**config.mk**
```make
export PLATFORM = sky130hd
export DESIGN_NAME = wdr_watchdog
export DESIGN_NICKNAME = d
export VERILOG_FILES = /design/src/core/wdr_pkg.sv /design/src/core/wdr_watchdog.sv
export SDC_FILE = /design/constraint.sdc
export NUM_CORES = 1
export LEC_CHECK = 0
export ABC_CLOCK_PERIOD_IN_PS = 6760
export BUFFER_PORTS_ARGS = -buffer_cell sky130_fd_sc_hd__clkbuf_2
export CAP_MARGIN = 20
export CORE_ASPECT_RATIO = 1.4
export CORE_UTILIZATION = 25
export DETAILED_ROUTE_END_ITERATION = 10
export PLACE_DENSITY = 0.48
export SLEW_MARGIN = 15
export SYNTH_ARGS = -nofsm -noshare
export SYNTH_HDL_FRONTEND = slang
export SYNTH_SLANG_ARGS = --single-unit
```
**constraint.sdc**
```tcl
create_clock -name clk -period 6.76 [get_ports clk]
set_input_delay 1.352 -clock clk [delete_from_list [all_inputs] [get_ports clk]]
set_output_delay 1.352 -clock clk [all_outputs]
set_load 0.02 [all_outputs]
```
**src/core/wdr_pkg.sv**
```systemverilog
/*
  Constants, register map and carrier types of the watchdog block.
  Assumes a 100 MHz core oscillator clock shared by the whole block.
*/
package wdr_pkg;
  // Register word indices on the slave bus
  localparam logic [2:0] WDR_IDX_RESTART = 3'h0;
  localparam logic [2:0] WDR_IDX_DURATION = 3'h1;
  localparam logic [2:0] WDR_IDX_SPEED = 3'h2;
  localparam logic [2:0] WDR_IDX_IRQ_STATUS = 3'h3;
  localparam logic [2:0] WDR_IDX_IRQ_MASK = 3'h4;
  localparam logic [2:0] WDR_IDX_STATE = 3'h5;
  localparam logic [2:0] WDR_IDX_COUNT = 3'h6;

  // Unlock pair and register reset values
  localparam logic [7:0] WDR_UNLOCK_FIRST = 8'h1E;
  localparam logic [7:0] WDR_UNLOCK_SECOND = 8'hE1;
  localparam logic [7:0] WDR_RESTART_READ = 8'hFF;
  localparam logic [2:0] WDR_SEL_RESET = 3'h0;

  // Field positions
  localparam int WDR_SPEED_WDT_BIT = 0;
  localparam int WDR_SPEED_CORE_BIT = 1;
  localparam int WDR_EV_TIMEOUT = 0;
  localparam int WDR_EV_ABORT = 1;
  localparam int WDR_EV_W = 2;
  localparam int WDR_STATE_EN_BIT = 0;
  localparam int WDR_STATE_PULSE_BIT = 1;
  localparam int WDR_STATE_HOLD_BIT = 2;

  // Timing
  localparam int WDR_CLK_PERIOD_NS = 10;
  localparam int WDR_RST_PULSE_TOSC = 96;
  localparam int WDR_RST_PULSE_NS = WDR_RST_PULSE_TOSC * WDR_CLK_PERIOD_NS;
  localparam int WDR_RST_PULSE_CYC = (WDR_RST_PULSE_NS + WDR_CLK_PERIOD_NS - 1)
                                     / WDR_CLK_PERIOD_NS;
  localparam int WDR_MC_DIV = 6;

  typedef struct packed {
    logic wdt_double_speed;
    logic core_double_speed;
    logic [2:0] sel;
  } wdr_cfg_s;

  typedef struct packed {
    logic enabled;
    logic pulse;
    logic hold;
  } wdr_state_s;
endpackage

```
**src/core/wdr_watchdog.sv**
```systemverilog
/*
  Watchdog timeout reset: unlock sequencer, prescaled machine-cycle counter
  (base and programmable stages), reset pulse generator, Avalon-MM slave and
  interrupt status. Assumes clk is the oscillator, power_down comes from core
  logic on clk, and ext_wake_int_n is an asynchronous pin.
*/
// The register addresses and the Avalon-MM register port are this design's own decisions.
// How it works
// - After any reset the watchdog is disabled and neither counts nor fires.
// - Only a write of 1EH directly followed by a write of E1H to the restart register arms it.
// - While enabled the count steps once per machine cycle, except in power-down and in the post-wake hold.
// - Once enabled it stays enabled until a hardware reset or its own overflow.
// - An overflow drives a reset pulse lasting 96 oscillator periods.
// - While enabled, writes to the duration selection are ignored.
// - The counter is a 14-bit base stage feeding a 7-bit programmable stage.
// - A selection S sets the timeout to 2^(14+S)-1 machine cycles.
// - A machine cycle is 6 oscillator periods, doubled when both double-speed bits are set.
// - The duration selection resets to zero, the shortest timeout.
// - In power-down the count stops and holds, so no timeout can fire.
// - After a wake by the external interrupt, counting waits until that pin is high again.
`timescale 1ns/100ps
module wdr_watchdog
  import wdr_pkg::*;
#(
  parameter int BASE_W = 14,
  parameter int PROG_W = 7
) (
  // Clock and reset
  input wire logic clk,
  input wire logic sys_rst,
  // Avalon-MM slave
  input wire logic [2:0] avs_address,
  input wire logic avs_read,
  input wire logic avs_write,
  input wire logic [3:0] avs_byteenable,
  input wire logic [31:0] avs_writedata,
  output logic [31:0] avs_readdata,
  output logic avs_waitrequest,
  // Core power state and wake pin
  input wire logic power_down,
  input wire logic ext_wake_int_n,
  // Reset pulse out and interrupt
  output logic wdt_reset_pulse,
  output logic irq
);
  localparam int CNT_W = BASE_W + PROG_W;

  initial begin
    // Selection 7 needs seven programmable bits; the count is read back in one word
    if (BASE_W < 1 || PROG_W < 7 || BASE_W + PROG_W > 32) begin
      $error("wdr_watchdog: unsupported counter widths");
    end
  end

  logic ack_q;
  logic [31:0] rdata_q;
  logic pend_q;
  logic en_q;
  logic [BASE_W-1:0] base_q;
  logic [PROG_W-1:0] prog_q;
  logic [3:0] pre_q;
  logic [6:0] pulse_q;
  logic wake_hold_q;
  logic sync1_q;
  logic sync2_q;
  logic [WDR_EV_W-1:0] status_q;
  logic [WDR_EV_W-1:0] mask_q;
  wdr_cfg_s cfg_q;
  wdr_state_s state;

  logic req;
  logic acc;
  logic wr_lo;
  logic first_hit;
  logic arm;
  logic abort;
  logic tick;
  logic hold;
  logic ovf;
  logic [3:0] mc_div;
  logic [PROG_W-1:0] prog_lim;
  logic [CNT_W-1:0] count;
  logic [CNT_W-1:0] limit;

  // One wait state: the answer is ready at the second edge of a request
  assign req = avs_read | avs_write;
  assign avs_waitrequest = req & ~ack_q;
  assign acc = req & ack_q;
  assign wr_lo = acc & avs_write & avs_byteenable[0];

  always_ff @(posedge clk or posedge sys_rst) begin
    if (sys_rst) begin
      ack_q <= 1'b0;
    end else begin
      ack_q <= req & ~ack_q;
    end
  end

  // Unlock sequencer: any other accepted transfer between the bytes breaks it
  assign first_hit = wr_lo && avs_address == WDR_IDX_RESTART
                     && avs_writedata[7:0] == WDR_UNLOCK_FIRST;
  assign arm = pend_q && wr_lo && avs_address == WDR_IDX_RESTART
               && avs_writedata[7:0] == WDR_UNLOCK_SECOND;
  assign abort = pend_q && acc && !arm && !first_hit;

  always_ff @(posedge clk or posedge sys_rst) begin
    if (sys_rst) begin
      pend_q <= 1'b0;
    end else if (acc) begin
      pend_q <= first_hit && !pend_q ? 1'b1 : first_hit;
    end
  end

  // Enable: set by the pair, cleared only by overflow or reset
  always_ff @(posedge clk or posedge sys_rst) begin
    if (sys_rst) begin
      en_q <= 1'b0;
    end else if (ovf) begin
      en_q <= 1'b0;
    end else if (arm) begin
      en_q <= 1'b1;
    end
  end

  // Configuration; duration frozen while enabled
  always_ff @(posedge clk or posedge sys_rst) begin
    if (sys_rst) begin
      cfg_q <= '0;
      cfg_q.sel <= WDR_SEL_RESET;
    end else begin
      if (wr_lo && avs_address == WDR_IDX_DURATION && !en_q) begin
        cfg_q.sel <= avs_writedata[2:0];
      end
      if (wr_lo && avs_address == WDR_IDX_SPEED) begin
        cfg_q.wdt_double_speed <= avs_writedata[WDR_SPEED_WDT_BIT];
        cfg_q.core_double_speed <= avs_writedata[WDR_SPEED_CORE_BIT];
      end
    end
  end

  // Wake pin synchroniser and post-wake hold
  always_ff @(posedge clk or posedge sys_rst) begin
    if (sys_rst) begin
      sync1_q <= 1'b1;
      sync2_q <= 1'b1;
    end else begin
      sync1_q <= ext_wake_int_n;
      sync2_q <= sync1_q;
    end
  end

  always_ff @(posedge clk or posedge sys_rst) begin
    if (sys_rst) begin
      wake_hold_q <= 1'b0;
    end else if (power_down) begin
      wake_hold_q <= 1'b1;
    end else if (sync2_q) begin
      wake_hold_q <= 1'b0;
    end
  end

  assign hold = power_down | wake_hold_q;

  // Machine-cycle prescaler
  assign mc_div = (cfg_q.wdt_double_speed & cfg_q.core_double_speed)
                  ? 4'(WDR_MC_DIV * 2) : 4'(WDR_MC_DIV);
  assign tick = en_q && !hold && pre_q == mc_div - 4'h1;

  always_ff @(posedge clk or posedge sys_rst) begin
    if (sys_rst) begin
      pre_q <= 4'h0;
    end else if (!en_q || arm || tick) begin
      pre_q <= 4'h0;
    end else if (!hold) begin
      pre_q <= pre_q + 4'h1;
    end
  end

  // Two-stage counter; overflow at the selected limit, never while held
  assign count = {prog_q, base_q};
  assign prog_lim = PROG_W'((1 << cfg_q.sel) - 1);
  assign limit = {prog_lim, {BASE_W{1'b1}}};
  assign ovf = en_q && !hold && count == limit;

  always_ff @(posedge clk or posedge sys_rst) begin
    if (sys_rst) begin
      base_q <= '0;
      prog_q <= '0;
    end else if (arm || ovf) begin
      base_q <= '0;
      prog_q <= '0;
    end else if (tick) begin
      base_q <= base_q + 1'b1;
      if (&base_q) begin
        prog_q <= prog_q + 1'b1;
      end
    end
  end

  // Reset pulse generator
  always_ff @(posedge clk or posedge sys_rst) begin
    if (sys_rst) begin
      pulse_q <= 7'h00;
    end else if (ovf) begin
      pulse_q <= 7'(WDR_RST_PULSE_CYC);
    end else if (pulse_q != 7'h00) begin
      pulse_q <= pulse_q - 7'h01;
    end
  end

  assign wdt_reset_pulse = pulse_q != 7'h00;

  // Sticky events: a set in the clearing cycle wins
  always_ff @(posedge clk or posedge sys_rst) begin
    if (sys_rst) begin
      status_q <= '0;
      mask_q <= '0;
    end else begin
      if (wr_lo && avs_address == WDR_IDX_IRQ_STATUS) begin
        status_q <= (status_q & ~avs_writedata[WDR_EV_W-1:0]) | {abort, ovf};
      end else begin
        status_q <= status_q | {abort, ovf};
      end
      if (wr_lo && avs_address == WDR_IDX_IRQ_MASK) begin
        mask_q <= avs_writedata[WDR_EV_W-1:0];
      end
    end
  end

  assign irq = |(status_q & mask_q);

  // Read data
  assign state.enabled = en_q;
  assign state.pulse = wdt_reset_pulse;
  assign state.hold = hold;

  always_ff @(posedge clk or posedge sys_rst) begin
    if (sys_rst) begin
      rdata_q <= 32'h0000_0000;
    end else if (req && !ack_q) begin
      case (avs_address)
        WDR_IDX_RESTART: rdata_q <= 32'(WDR_RESTART_READ);
        WDR_IDX_DURATION: rdata_q <= 32'(cfg_q.sel);
        WDR_IDX_SPEED: rdata_q <= 32'({cfg_q.core_double_speed, cfg_q.wdt_double_speed});
        WDR_IDX_IRQ_STATUS: rdata_q <= 32'(status_q);
        WDR_IDX_IRQ_MASK: rdata_q <= 32'(mask_q);
        WDR_IDX_STATE: rdata_q <= 32'({state.hold, state.pulse, state.enabled});
        WDR_IDX_COUNT: rdata_q <= 32'(count);
        default: rdata_q <= 32'h0000_0000;
      endcase
    end
  end

  assign avs_readdata = rdata_q;

  // Checks
  logic [7:0] plen_q;
  always_ff @(posedge clk or posedge sys_rst) begin
    if (sys_rst) begin
      plen_q <= 8'h00;
    end else if (wdt_reset_pulse) begin
      plen_q <= plen_q + 8'h01;
    end else begin
      plen_q <= 8'h00;
    end
  end
endmodule

```
==> metrics.txt <==
status finished, final reports clean; clk sinks 68; R2R setup slack 3.58 ns; top-area cell type share of the netlist area 0.4475; Yosys warnings 0; Tightest Pin Transition 0.8770 ns; die area 0.01526 mm2; Iter 0 DRT Violations 128; Critical Path Start Type input pin; Antenna Nets Post-Route 0; vias 2771; pwr dens 243.1 mW/mm2; post-placement cell count 580; syn_area_per_cell 10.11 um2; top fanout value on the critical path 27; fin crit period 3.708 ns; GRT Util Overall 0.1183; Synth Register Bits 68; setup_tns 0 ns; clk buf depth 2; Setup Fix Bufs, Post-CTS 0; layout cells sized above 1 0.2118; clk_skew 0.003837 ns; multiplexer share of the synthesized area 0.04678; Synth Area in XOR/XNOR 0.05220; # DRC 0; most frequent cells in the layout dfrtp_1 (66), clkbuf_2 (41), nor2_1 (32); WP data required 5.41 ns; main combinational cell family by area after synthesis simple AND/OR/NAND/NOR gates; Final Setup Violations 0; HP Class flip-flop to flip-flop; Synth Flop Type dfrtp_1; area grow syn2layout 16.64%; Port-buffer cells 41; slowest CP cell o21bai_4; Die X 104.7 um; WL met3 303 um; Die Y-Extent 145.8 um; RSZ-0062 raised after global routing false; gr ovfl total 0; CP Depth 4; CTS tree done; r2r worst-path depth 8; fin crit share 0.5485; FP Rows 52; Buf+Inv Stages, Crit Path 3; ys async rst share 1.000; DP Wirelength 5827 um; Max Cap Viol 0; final cell count without fillers 595; Max-slew headroom 0.4153; Placer Congestion 0.7357; CP Launch Point avs_write; Final Max Tran Viols 0; first-pass GRT wire length 14260 um; worst r2r src cfg_q[2]$_DFFE_PP0P_; initial antenna violation count 0; vias per cell 4.657; # hold bufs at CTS 0; cell taking the most area after synthesis dfrtp_1; Worst-path clk slew 0.05 ns; Antenna Diode Count 0; Synth Area in Adders 0.01695; Nets 452; H-tree Lvls 3; Initial Util 0.2555; largest net degree at the start of global routing 69; uppermost routed layer met4; vias in the first global route 2761; post_cts resized 0; Top delay family on crit path compound AO/OA/AOI/OAI gates; core region area 0.01444 mm2; DR pass1 iterations 4; reg-to-reg endpoint prog_q[0]$_DFFE_PP0P_; most frequent CP cell clkbuf_2; CTS Buf Count 9; EDFF count, synth 0; Setup Crit Path Kind input pin to output pin; Post-Route M1 WL 3750 um; Reg area 0.001704 mm2; WL final 8284 um; endpoints failing hold 0; number of fill cells in the layout 1500; clk_lat worst skew 0.33 ns; Synth Cell Area 0.003691 mm2; wire per inst 13.92 um; post-synthesis sequential area ratio 0.4617; post-synthesis cell type count 57; metal2 WL 4111 um; Multi-input gate area 0.001810 mm2; synth top area cells dfrtp_1 (45%), xor2_1 (3.6%), a22o_1 (3.3%), nor2_1 (3.3%), a21oi_1 (2.8%); simple-gate share of the synthesized area 0.2183; Worst VDD drop 0.00008245 V; Top Ports 80; critical path endpoint avs_waitrequest; CP Cell Sequence clkbuf_2 > o21bai_4 > inv_1 > clkbuf_2; CP peak stage delay 0.58 ns; Fmax 0.2697 GHz; Synth Instances 365; P_leak 1.970 nW; WP data arrival 2.36 ns; most common cell after layout, fill and taps aside dfrtp_1; compound-gate portion of the synthesized area 0.1403; CTS Root Cell clkbuf_16; CP endpoint kind output pin
[cell type report]
cell class / instances / share of cell area
Multi-Input combinational cell: 264 / 0.4205
Inverter: 15 / 0.01308
Sequential cell: 68 / 0.3958
Clock buffer: 13 / 0.06045
Clock inverter: 2 / 0.002325
Timing Repair Buffer: 44 / 0.05289
Tap cell: 189 / 0.05493
[cells in the mapped netlist (9+ instances only)]
master and number:
inv_1 15, or3_1 14, o21ai_0 21, a22o_1 14, a21oi_1 21, clkbuf_1 9
buf_4 11, nand4_1 14, nor2_1 32, xor2_1 15, dfrtp_1 66, nand2_1 25
[state kept, by name, indices dropped and copies added (netlist names)]
signal        flops
base_q           14
avs_readdata     21
status_q          2
wake_hold_q       1
cfg_q             5
prog_q            7
ack_q             1
sync1_q           1
sync2_q           1
pre_q             4
en_q              1
mask_q            2
pulse_q           7
pend_q            1
[stage by stage]
stage	area, um2	power [W]	hold slack [ns]	worst slack [ns]	util
6_report	4305	0.001047	0.3528	3.052	0.2981
5_1_grt	4305	0.001107	0.3572	2.950	0.2981
4_1_cts	4298	0.001062	0.3549	2.669	0.2976
3_5_place_dp	4028	0.0006268	0.3473	2.670	0.2788
3_3_place_gp	4028	0.0006232	0.3471	2.692	0.2788
2_1_floorplan	3729	0.0005866	0.3452	3.211	-
[cells by family after synthesis]
kind of cell / after synthesis
xor gates and xnor gates: 22
DFF: 68
AOI/OAI and AO/OA: 76
buffers and inverters: 43
and+or+nand+nor: 135
other: 1
muxes: 15
adders and majority gates: 5
[worst min-delay path by stage]
stage                      start                end  slack [ns]  cells past startpoint
3_5_place_dp   sync1_q$_DFF_PP1_  sync2_q$_DFF_PP1_        0.35                      0
6_report       sync1_q$_DFF_PP1_  sync2_q$_DFF_PP1_        0.35                      0
5_1_grt        sync1_q$_DFF_PP1_  sync2_q$_DFF_PP1_        0.36                      0
4_1_cts        sync1_q$_DFF_PP1_  sync2_q$_DFF_PP1_        0.35                      0
3_3_place_gp   sync1_q$_DFF_PP1_  sync2_q$_DFF_PP1_        0.35                      0
2_1_floorplan  sync1_q$_DFF_PP1_  sync2_q$_DFF_PP1_        0.35                      0
[where the power goes]
group	internal [W]	switching (W)	leakage [nW]
sequential	0.000440	0.0000419	0.892
clock	0.000265	0.000163	0.135
combinational	0.0000533	0.0000835	0.943
[per-layer routing]
| layer | global-route usage | vias to the layer above |
|---|---|---|
| met1 | 0.1478 | 1349 |
| met5 | 0 | - |
| met4 | 0.05070 | 0 |
| met3 | 0.02866 | 8 |
| li1 | - | 1353 |
| met2 | 0.1937 | 61 |
No activity file was read; power rests on OpenSTA's default activity.
